[config.mk]
export PLATFORM = sky130hd
export DESIGN_NAME = debug_link_instruction_engine
export DESIGN_NICKNAME = d
export VERILOG_FILES = /design/src/hdl/debug_link_pkg.sv /design/src/hdl/debug_link_instruction_engine.sv
export VERILOG_INCLUDE_DIRS = /design/src /design/src/hdl
export SDC_FILE = /design/constraint.sdc
export NUM_CORES = 1
export LEC_CHECK = 0
export BUFFER_PORTS_ARGS = -buffer_cell sky130_fd_sc_hd__buf_2
export CAP_MARGIN = 20
export CELL_PAD_IN_SITES_DETAIL_PLACEMENT = 0
export CELL_PAD_IN_SITES_GLOBAL_PLACEMENT = 1
export CORE_MARGIN = 2
export CORE_UTILIZATION = 41
export DETAILED_ROUTE_END_ITERATION = 16
export PLACE_DENSITY_LB_ADDON = 0.25
export SLEW_MARGIN = 20
export SYNTH_ARGS = -nofsm -noshare
export SYNTH_HDL_FRONTEND = slang
export SYNTH_SLANG_ARGS = --single-unit
[constraint.sdc]
create_clock -name clock -period 3.05 [get_ports clock]
set_clock_uncertainty 0.15 [all_clocks]
set_input_delay 0.305 -clock clock [delete_from_list [all_inputs] [get_ports clock]]
set_output_delay 0.305 -clock clock [all_outputs]
set_load 0.03 [all_outputs]
[src/hdl/debug_link_cfg.svh]
// Encodings, field positions and reset values of the debug link engine
`ifndef DEBUG_LINK_CFG_SVH
`define DEBUG_LINK_CFG_SVH
`define OPC_HI 7
`define OPC_LO 5
`define OP_DIRECT_READ 3'h0
`define OP_INDIRECT_READ 3'h1
`define OP_DIRECT_WRITE 3'h2
`define OP_INDIRECT_WRITE 3'h3
`define OP_CONTROL_REG_READ 3'h4
`define OP_LOOP_COUNT 3'h5
`define OP_CONTROL_REG_WRITE 3'h6
`define OP_KEY 3'h7
`define PMODE_HI 3
`define PMODE_LO 2
`define SZA_HI 1
`define SZA_LO 0
`define SZB_HI 1
`define SZB_LO 0
`define SZC_HI 1
`define SZC_LO 0
`define CSA_HI 3
`define CSA_LO 0
`define KEY_INFO_BIT 2
`define PM_PLAIN 2'h0
`define PM_INC 2'h1
`define PM_PTR 2'h2
`define SZC_64 2'h0
`define SZC_128 2'h1
`define KEY_BYTES 5'h08
`define INFO_BYTES_LONG 5'h10
`define ACK_CHAR 8'h40
`define RST_PTR 32'h0000_0000
`define RST_LOOP 8'h00
`define RST_DATA 32'h0000_0000
`endif

[src/hdl/debug_link_pkg.sv]
// Types shared by the debug link engine and its surroundings
package debug_link_pkg;
  typedef enum logic [3:0] {
    stIdle  = 4'h0,
    stAddr  = 4'h1,
    stWData = 4'h2,
    stWBus  = 4'h3,
    stAck   = 4'h4,
    stRBus  = 4'h5,
    stPtrRd = 4'h6,
    stCsRd  = 4'h7,
    stCsWr  = 4'h8,
    stLoop  = 4'h9,
    stKeyRx = 4'hA,
    stInfoTx = 4'hB
  } state_t;
  typedef struct packed {
    logic        req;
    logic        we;
    logic [31:0] addr;
    logic [7:0]  wdata;
  } busReq_t;
  typedef struct packed {
    logic       we;
    logic [3:0] addr;
    logic [7:0] wdata;
  } csReq_t;
endpackage : debug_link_pkg

[src/hdl/debug_link_instruction_engine.sv]
// Instruction engine of the single-wire debug link, with its response FIFO
`include "debug_link_cfg.svh"
`timescale 1ns/1ps
`default_nettype none

module response_fifo #(
  parameter int unsigned WIDTH = 8,
  parameter int unsigned DEPTH = 16
) (
  input  wire logic             clock,
  input  wire logic             resetn,
  input  wire logic             flush,
  input  wire logic             inValid,
  output logic                  inReady,
  input  wire logic [WIDTH-1:0] inData,
  output logic                  outValid,
  input  wire logic             outReady,
  output logic [WIDTH-1:0]      outData
);
  localparam int unsigned AW = $clog2(DEPTH);
  logic [WIDTH-1:0] mem_reg [DEPTH];
  logic [AW:0]      wrPtr_reg;
  logic [AW:0]      rdPtr_reg;
  logic             push;
  logic             pop;

  // Extra pointer bit tells full from empty
  assign inReady  = (wrPtr_reg[AW-1:0] != rdPtr_reg[AW-1:0]) || (wrPtr_reg[AW] == rdPtr_reg[AW]);
  assign outValid = wrPtr_reg != rdPtr_reg;
  assign push     = inValid && inReady;
  assign pop      = outValid && outReady;
  assign outData  = mem_reg[rdPtr_reg[AW-1:0]];

  always_ff @(posedge clock) begin
    if (push) begin
      mem_reg[wrPtr_reg[AW-1:0]] <= inData;
    end
  end

  always_ff @(posedge clock or negedge resetn) begin
    if (!resetn) begin
      wrPtr_reg <= '0;
      rdPtr_reg <= '0;
    end else if (flush) begin
      wrPtr_reg <= '0;
      rdPtr_reg <= '0;
    end else begin
      if (push) begin
        wrPtr_reg <= wrPtr_reg + 1'b1;
      end
      if (pop) begin
        rdPtr_reg <= rdPtr_reg + 1'b1;
      end
    end
  end
endmodule : response_fifo

module debug_link_instruction_engine #(
  parameter int unsigned FIFO_DEPTH = 16,
  parameter int unsigned GUARD_W    = 8
) (
  input  wire logic                  clock,
  input  wire logic                  resetn,
  input  wire logic                  rxValid,
  input  wire logic [7:0]            rxByte,
  input  wire logic                  rxSync,
  input  wire logic                  rxBreak,
  input  wire logic                  bitTick,
  input  wire logic [GUARD_W-1:0]    turnaroundBits,
  output logic                       txValid,
  input  wire logic                  txReady,
  output logic [7:0]                 txByte,
  output debug_link_pkg::busReq_t    busOut,
  input  wire logic                  busAck,
  input  wire logic [7:0]            busRdata,
  output debug_link_pkg::csReq_t     csOut,
  input  wire logic [7:0]            csRdata,
  output logic                       keyValid,
  output logic [7:0]                 keyByte,
  input  wire logic [127:0]          infoBlock,
  output logic                       syncEvent,
  output logic                       busy
);
  import debug_link_pkg::*;

  state_t             state_reg;
  logic [7:0]         cmd_reg;
  logic [4:0]         cnt_reg;
  logic [4:0]         len_reg;
  logic [31:0]        data_reg;
  logic [31:0]        ptr_reg;
  logic [7:0]         loop_reg;
  logic               expectCmd_reg;
  logic               guardPending_reg;
  logic [GUARD_W-1:0] guardCnt_reg;
  logic               keyValid_reg;
  logic [7:0]         keyByte_reg;
  logic               syncEvent_reg;
  csReq_t             csReq_reg;
  logic               pushValid;
  logic               pushReady;
  logic [7:0]         pushData;
  logic               pushFire;
  logic               popValid;
  logic               step;
  logic               lastByte;
  logic               done;
  logic               finish;
  logic               cmdTake;
  logic [31:0]        dataNext;
  logic               ptrInc;

  function automatic logic [4:0] sizeBytes(input logic [1:0] f);
    sizeBytes = {3'h0, f} + 5'h01;
  endfunction : sizeBytes

  function automatic logic [7:0] getByte(input logic [127:0] w, input logic [4:0] i);
    getByte = w[{i[3:0], 3'h0} +: 8];
  endfunction : getByte

  function automatic logic [31:0] putByte(input logic [31:0] w, input logic [1:0] i, input logic [7:0] b);
    logic [31:0] r;
    r = w;
    r[{i, 3'h0} +: 8] = b;
    putByte = r;
  endfunction : putByte

  // Command fields sit at fixed positions in the command byte
  function automatic logic [4:0] lenOf(input logic [7:0] c);
    case (c[`OPC_HI:`OPC_LO])
      `OP_INDIRECT_WRITE: lenOf = (c[`PMODE_HI:`PMODE_LO] == `PM_PTR) ?
                                  sizeBytes(c[`SZA_HI:`SZA_LO]) : sizeBytes(c[`SZB_HI:`SZB_LO]);
      `OP_INDIRECT_READ:  lenOf = sizeBytes(c[`SZB_HI:`SZB_LO]);
      `OP_LOOP_COUNT:     lenOf = sizeBytes(c[`SZB_HI:`SZB_LO]);
      `OP_KEY:            lenOf = (c[`KEY_INFO_BIT] && c[`SZC_HI:`SZC_LO] == `SZC_128) ?
                                  `INFO_BYTES_LONG : `KEY_BYTES;
      default:            lenOf = 5'h01;
    endcase
  endfunction : lenOf

  // Direct-addressed access is not handled here and leaves the engine idle
  function automatic state_t startOf(input logic [7:0] c);
    case (c[`OPC_HI:`OPC_LO])
      `OP_INDIRECT_WRITE:    startOf = (c[`PMODE_HI:`PMODE_LO] == `PM_PTR) ? stAddr : stWData;
      `OP_INDIRECT_READ:     startOf = (c[`PMODE_HI:`PMODE_LO] == `PM_PTR) ? stPtrRd : stRBus;
      `OP_CONTROL_REG_READ:  startOf = stCsRd;
      `OP_CONTROL_REG_WRITE: startOf = stCsWr;
      `OP_LOOP_COUNT:        startOf = stLoop;
      `OP_KEY: begin
        if (c[`KEY_INFO_BIT]) begin
          startOf = stInfoTx;
        end else if (c[`SZC_HI:`SZC_LO] == `SZC_64) begin
          startOf = stKeyRx;
        end else begin
          startOf = stIdle;
        end
      end
      default:               startOf = stIdle;
    endcase
  endfunction : startOf

  // A command byte is taken only right after a sync character
  assign cmdTake  = (state_reg == stIdle) && expectCmd_reg && rxValid;
  assign lastByte = (cnt_reg + 5'h01) == len_reg;
  assign pushFire = pushValid && pushReady;
  assign busy     = state_reg != stIdle;
  assign dataNext = putByte((cnt_reg == 5'h00) ? `RST_DATA : data_reg, cnt_reg[1:0], rxByte);

  always_comb begin
    step = 1'b0;
    case (state_reg)
      stAddr, stWData, stCsWr, stLoop, stKeyRx: step = rxValid;
      stWBus:                                   step = busAck;
      stAck, stRBus, stPtrRd, stCsRd, stInfoTx: step = pushFire;
      default:                                  step = 1'b0;
    endcase
  end

  assign done   = step && (lastByte || state_reg == stAck);
  assign finish = done && state_reg != stAddr && state_reg != stWData &&
                  state_reg != stWBus && state_reg != stLoop;

  // Post-increment moves the pointer by the payload width once the access ends
  assign ptrInc = done && (state_reg == stWBus || state_reg == stRBus) &&
                  cmd_reg[`PMODE_HI:`PMODE_LO] == `PM_INC;

  always_comb begin
    pushValid = 1'b0;
    pushData  = `ACK_CHAR;
    case (state_reg)
      stAck: begin
        pushValid = 1'b1;
      end
      stRBus: begin
        pushValid = busAck;
        pushData  = busRdata;
      end
      stPtrRd: begin
        pushValid = 1'b1;
        pushData  = getByte({96'h0, ptr_reg}, cnt_reg);
      end
      stCsRd: begin
        pushValid = 1'b1;
        pushData  = csRdata;
      end
      stInfoTx: begin
        pushValid = 1'b1;
        pushData  = getByte(infoBlock, cnt_reg);
      end
      default: begin
        pushValid = 1'b0;
      end
    endcase
  end

  // Reads are only issued while the FIFO has room, so read data is never dropped
  always_comb begin
    busOut.req   = (state_reg == stWBus) || (state_reg == stRBus && pushReady);
    busOut.we    = state_reg == stWBus;
    busOut.addr  = ptr_reg + 32'(cnt_reg);
    busOut.wdata = getByte({96'h0, data_reg}, cnt_reg);
  end

  always_ff @(posedge clock or negedge resetn) begin
    if (!resetn) begin
      state_reg <= stIdle;
      cmd_reg   <= 8'h00;
      cnt_reg   <= 5'h00;
      len_reg   <= 5'h01;
    end else if (rxBreak) begin
      state_reg <= stIdle;
      cnt_reg   <= 5'h00;
    end else if (cmdTake) begin
      cmd_reg   <= rxByte;
      state_reg <= startOf(rxByte);
      len_reg   <= lenOf(rxByte);
      cnt_reg   <= 5'h00;
    end else if (done) begin
      cnt_reg <= 5'h00;
      case (state_reg)
        stAddr:  state_reg <= stAck;
        stWData: state_reg <= stWBus;
        stWBus:  state_reg <= stAck;
        stLoop:  state_reg <= stIdle;
        default: begin
          // Later iterations restart without sync or command byte
          if (loop_reg != `RST_LOOP) begin
            state_reg <= startOf(cmd_reg);
          end else begin
            state_reg <= stIdle;
          end
        end
      endcase
    end else if (step) begin
      cnt_reg <= cnt_reg + 5'h01;
    end
  end

  always_ff @(posedge clock or negedge resetn) begin
    if (!resetn) begin
      data_reg <= `RST_DATA;
    end else if ((state_reg == stAddr || state_reg == stWData) && rxValid) begin
      data_reg <= dataNext;
    end
  end

  always_ff @(posedge clock or negedge resetn) begin
    if (!resetn) begin
      ptr_reg <= `RST_PTR;
    end else if (state_reg == stAddr && rxValid && lastByte) begin
      ptr_reg <= dataNext;
    end else if (ptrInc) begin
      ptr_reg <= ptr_reg + 32'(len_reg);
    end
  end

  // Counts above 255 are not supported, so only the low operand byte is kept
  always_ff @(posedge clock or negedge resetn) begin
    if (!resetn) begin
      loop_reg <= `RST_LOOP;
    end else if (rxBreak) begin
      loop_reg <= `RST_LOOP;
    end else if (state_reg == stLoop && rxValid && cnt_reg == 5'h00) begin
      loop_reg <= rxByte;
    end else if (finish && loop_reg != `RST_LOOP) begin
      loop_reg <= loop_reg - 8'h01;
    end
  end

  always_ff @(posedge clock or negedge resetn) begin
    if (!resetn) begin
      expectCmd_reg <= 1'b0;
    end else if (rxBreak || cmdTake) begin
      expectCmd_reg <= 1'b0;
    end else if (rxSync) begin
      expectCmd_reg <= 1'b1;
    end
  end

  always_ff @(posedge clock or negedge resetn) begin
    if (!resetn) begin
      syncEvent_reg <= 1'b0;
      keyValid_reg  <= 1'b0;
      keyByte_reg   <= 8'h00;
      csReq_reg     <= '0;
    end else begin
      syncEvent_reg <= rxSync;
      keyValid_reg  <= (state_reg == stKeyRx) && rxValid && !rxBreak;
      if (state_reg == stKeyRx && rxValid) begin
        keyByte_reg <= rxByte;
      end
      csReq_reg.we <= (state_reg == stCsWr) && rxValid && !rxBreak;
      if (cmdTake) begin
        csReq_reg.addr <= rxByte[`CSA_HI:`CSA_LO];
      end
      if (state_reg == stCsWr && rxValid) begin
        csReq_reg.wdata <= rxByte;
      end
    end
  end

  // Any received byte is a direction change, so the next answer waits again
  always_ff @(posedge clock or negedge resetn) begin
    if (!resetn) begin
      guardPending_reg <= 1'b0;
      guardCnt_reg     <= '0;
    end else if (rxValid || rxBreak) begin
      guardPending_reg <= 1'b1;
      guardCnt_reg     <= '0;
    end else if (guardPending_reg && popValid) begin
      if (guardCnt_reg >= turnaroundBits) begin
        guardPending_reg <= 1'b0;
      end else if (bitTick) begin
        guardCnt_reg <= guardCnt_reg + 1'b1;
      end
    end
  end

  assign txValid   = popValid && !guardPending_reg;
  assign keyValid  = keyValid_reg;
  assign keyByte   = keyByte_reg;
  assign syncEvent = syncEvent_reg;
  always_comb begin
    csOut      = csReq_reg;
    csOut.addr = cmd_reg[`CSA_HI:`CSA_LO];
  end

  // Back-pressure from the line stalls reads and acknowledges through pushReady
  response_fifo #(
    .WIDTH (8),
    .DEPTH (FIFO_DEPTH)
  ) txFifo (
    .clock    (clock),
    .resetn   (resetn),
    .flush    (rxBreak),
    .inValid  (pushValid),
    .inReady  (pushReady),
    .inData   (pushData),
    .outValid (popValid),
    .outReady (txReady && !guardPending_reg),
    .outData  (txByte)
  );
endmodule : debug_link_instruction_engine
`default_nettype wire

==> flow_summary_export.csv <==
group,metric,value,unit
synthesis,synth_top_family_by_area,"multiplexers",
cts,root_buffer,"sky130_fd_sc_hd__clkbuf_16",
global_route,grt_start_max_net_pins,58,
floorplanning,die-area,37600,um2
critical_path,worstPathRequired,2.59,ns
synthesis,synth_async_sr_flop_share,0.508,
synthesis,synth_nets,1512,
cts,clk-insertion-delay-late,0.54,ns
synthesis,post_synth_mux_area_share,0.152,
synthesis,yosys.cell_types.count,69,
global_route,grt_pass1_wl,71.2,mm
floorplanning,row_count,69,
route,detailedRoute.firstPassIterationCount,7,
route,wl_per_cell,22.8,um
floorplanning,starting_density_of_the_core,0.416,
sta,final-setup-viol-count,16,
global_route,grt.overflow.total,0,
power,seq_power_share,0.361,
synthesis,synth_xor_area_frac,0.0497,
synthesis,synth_adder_area_share,0.0323,
global_route,first_global_vias,11700,
layout,post-route-util,0.528,
layout,final_layout_size_suffix_gt1_frac,0.362,
power,p_comb_frac,0.380,
sta,postLayoutSetupSlackWorst,-0.184,ns
route,routed-via-count,11700,
route,drtIter0Drc,856,
floorplanning,floorplan.die.width,194,um
place,dpl-instance-area,17000,um2
outcome,failed_checks,"negative setup slack",
critical_path,critical_path_arrival,2.78,ns
critical_path,worst_setup_path_end_kind,"primary output",
synthesis,postSynth.topFlopCell,"sky130_fd_sc_hd__dfrtp_1",
floorplanning,count_of_pins_on_the_block_boundary,243,
cts,tritoncts.num_buffers,28,
power,power.switching,4.63,mW
power,p_clk_frac,0.259,
outcome,run_status,"finished with violations",
cts,cts_sinks,260,
cts,cts_buffer_depth,3,
route,postRouteWirelength,47.6,mm
flow_run,max-cap-violations,0,
layout,final_cell_area,18800,um2
sta,fmaxAchievable,309,MHz
sta,grt_setup_unrepaired,"yes",
sta,period_minus_slack,3.23,ns
power,power.static_leakage,7.76,nW
power,switching_share,0.370,
cts,cts.clk_slew.worst_paths,0.06,ns
layout,largest_register_ff_count,128,
critical_path,worst-path-max-fanout,3,
layout,fin_nets,1807,
sta,number_of_pins_exceeding_their_max_slew_limit_in_the_final_report,0,
synthesis,syn_inst,1307,
global_route,gr-usage-all-layers,0.244,
critical_path,startpoint_type,"register",
sta,post-route-period-util,1.06,
global_route,antenna_found_initial,1,
sta,final-hold-violation-count,0,
cts,tritoncts,"done",
power,p_int,7.88,mW
synthesis,synth_enable_flop_cells,128,
synthesis,netlist_area_before_placement,14800,um2
synthesis,ys_seq_elements,260,
synthesis,ys_warnings,0,
synthesis,synth_compound_area_frac,0.104,
layout,layout.cells.non_filler,2086,
hold_path,worstHoldPathType,"in2reg",
place,gp_congestion,0.962,
power,p_per_area,666,nW/um2
synthesis,synth_sequential_area_ratio,0.483,
synthesis,synth-simple-area-share,0.145,
sta,tns,-1.04,ns
place,placed_cells,2007,
power,max-vdd-ir-drop,0.653,mV
power,totalPowerFinal,12.5,mW
layout,area_growth_syn_to_layout,26.9,%
place,io_buffers,242,
floorplanning,die_h,194,um
floorplanning,fp.coreArea,35600,um2
sta,worstMarginPinSlew,0.939,ns
route,antenna_violating_nets_left,0,
sta,slew-limit-headroom,0.372,
sta,hold-worst-slack,0.0289,ns
place,dp_slack,0.0300,ns
place,estimated_wirelength_of_the_detail_placed_design,34.9,mm
synthesis,post_synth.cell_area_avg,11.3,um2
route,drt-vias-per-instance,5.62,
critical_path,path_class,"reg2out",
cts,cts-htree-levels,1,
route,post-route-drc-count,0,
## area by class of cell
class | instances | area [um2]
fillers | 3213 | 16800
multi-input cells | 924 | 7670
flip-flops and latches | 260 | 7160
repair buffers | 357 | 2380
clock buffers | 38 | 768
well taps | 461 | 577
inverters | 31 | 118
clock inverters | 14 | 111
diodes | 1 | 2.50
## power by group through the flow
stage / combinational [mW] / clock, mW / sequential [mW]
4_1_cts: 4.58 / 3.31 / 4.50
3_3_place_gp: 4.41 / 0 / 4.54
3_5_place_dp: 4.44 / 0 / 4.56
5_1_grt: 5.12 / 3.47 / 4.55
6_report: 4.76 / 3.24 / 4.51
2_1_floorplan: 2.86 / 0 / 4.52
## layer usage
metal / up-vias / GRT usage / wire (um)
met2: 292 / 0.407 / 23900
met5: - / 0 / 0
met1: 5922 / 0.338 / 20500
met3: 64 / 0.0322 / 2050
li1: 5447 / - / -
met4: 0 / 0.0651 / 1170
## final timing paths
path	from	to	slack (ns)	depth (start not counted)
setup / recovery	ptr_reg[0]$_DFFE_PN0P_	busOut[28]	-0.18	11
hold / removal	rxValid	guardCnt_reg[3]$_DFFE_PN0P_	0.03	3
setup reg to reg	cnt_reg[1]$_DFFE_PN0P_	ptr_reg[11]$_DFFE_PN0P_	-0.03	12
hold reg to reg	csOut[0]$_DFFE_PN0P_	csOut[0]$_DFFE_PN0P_	0.33	2
max in group asynchronous	resetn	len_reg[0]$_DFFE_PN1P_	1.79	3
min in group asynchronous	resetn	keyByte[4]$_DFFE_PN0P_	0.14	2
## placed cells by master, fill, tap and decap left out, types with 9 or more instances in the layout
cell type	instances
sky130_fd_sc_hd__o21ai_0	63
sky130_fd_sc_hd__nor2b_1	23
sky130_fd_sc_hd__buf_2	216
sky130_fd_sc_hd__nor4_4	9
sky130_fd_sc_hd__mux4_2	72
sky130_fd_sc_hd__a21o_1	9
sky130_fd_sc_hd__nand2_1	157
sky130_fd_sc_hd__buf_4	106
sky130_fd_sc_hd__a31oi_1	17
sky130_fd_sc_hd__xnor2_1	53
sky130_fd_sc_hd__a21oi_1	33
sky130_fd_sc_hd__nand4_1	17
sky130_fd_sc_hd__ha_1	32
sky130_fd_sc_hd__xor2_1	20
sky130_fd_sc_hd__a22oi_1	29
sky130_fd_sc_hd__nor2_1	79
sky130_fd_sc_hd__dfrtp_1	125
sky130_fd_sc_hd__clkbuf_16	31
sky130_fd_sc_hd__edfxtp_1	128
sky130_fd_sc_hd__nor3_2	11
sky130_fd_sc_hd__and3_1	12
sky130_fd_sc_hd__mux2i_1	41
sky130_fd_sc_hd__nand3_1	34
sky130_fd_sc_hd__buf_6	18
sky130_fd_sc_hd__mux2_2	19
sky130_fd_sc_hd__inv_1	29
sky130_fd_sc_hd__nor3_1	27
## timing repair
item / in CTS / in global routing
buffers inserted: 5 / 11
gates cloned: 1 / 4
hold buffers: 5 / 0
resized for setup: 73 / 65
endpoints found under the setup margin: 27 / 68
hold endpoints to repair: 57 / 0
pin swaps: 16 / 23
## cell families after synthesis
| group | Yosys count |
|---|---|
| muxes | 132 |
| and+or+nand+nor | 439 |
| DFF | 260 |
| AOI/OAI and AO/OA | 232 |
| buffers and inverters | 123 |
| adders and majority gates | 37 |
| xor gates and xnor gates | 84 |
## critical path, cell delays in order (launching register included)
cell and delay (ns):
sky130_fd_sc_hd__dfrtp_1 0.39, sky130_fd_sc_hd__ha_4 0.15, sky130_fd_sc_hd__inv_2 0.04, sky130_fd_sc_hd__fa_2 0.34, sky130_fd_sc_hd__nor2b_2 0.13, sky130_fd_sc_hd__o21ai_2 0.08
sky130_fd_sc_hd__a21boi_2 0.18, sky130_fd_sc_hd__o21a_2 0.20, sky130_fd_sc_hd__and2_4 0.18, sky130_fd_sc_hd__nand4_1 0.19, sky130_fd_sc_hd__xnor2_4 0.21, sky130_fd_sc_hd__buf_6 0.15
## Yosys cell counts, types with 11 or more instances
cell type	number	area, um2
sky130_fd_sc_hd__nand3_1	36	180
sky130_fd_sc_hd__a31oi_1	17	106
sky130_fd_sc_hd__nand2_1	159	597
sky130_fd_sc_hd__ha_1	35	438
sky130_fd_sc_hd__edfxtp_1	128	3840
sky130_fd_sc_hd__nand4_1	17	106
sky130_fd_sc_hd__clkbuf_1	69	259
sky130_fd_sc_hd__buf_2	11	55.1
sky130_fd_sc_hd__a22oi_1	29	218
sky130_fd_sc_hd__nor2b_1	26	163
sky130_fd_sc_hd__mux2i_1	41	410
sky130_fd_sc_hd__o21ai_0	67	335
sky130_fd_sc_hd__nor3_1	41	205
sky130_fd_sc_hd__dfrtp_1	131	3280
sky130_fd_sc_hd__a21oi_1	35	175
sky130_fd_sc_hd__inv_1	30	113
sky130_fd_sc_hd__nor2_1	83	312
sky130_fd_sc_hd__mux4_2	72	1620
sky130_fd_sc_hd__mux2_2	19	214
sky130_fd_sc_hd__xor2_1	24	210
sky130_fd_sc_hd__and3_1	13	81.3
sky130_fd_sc_hd__xnor2_1	60	526
No activity file was read; power rests on OpenSTA's default activity.
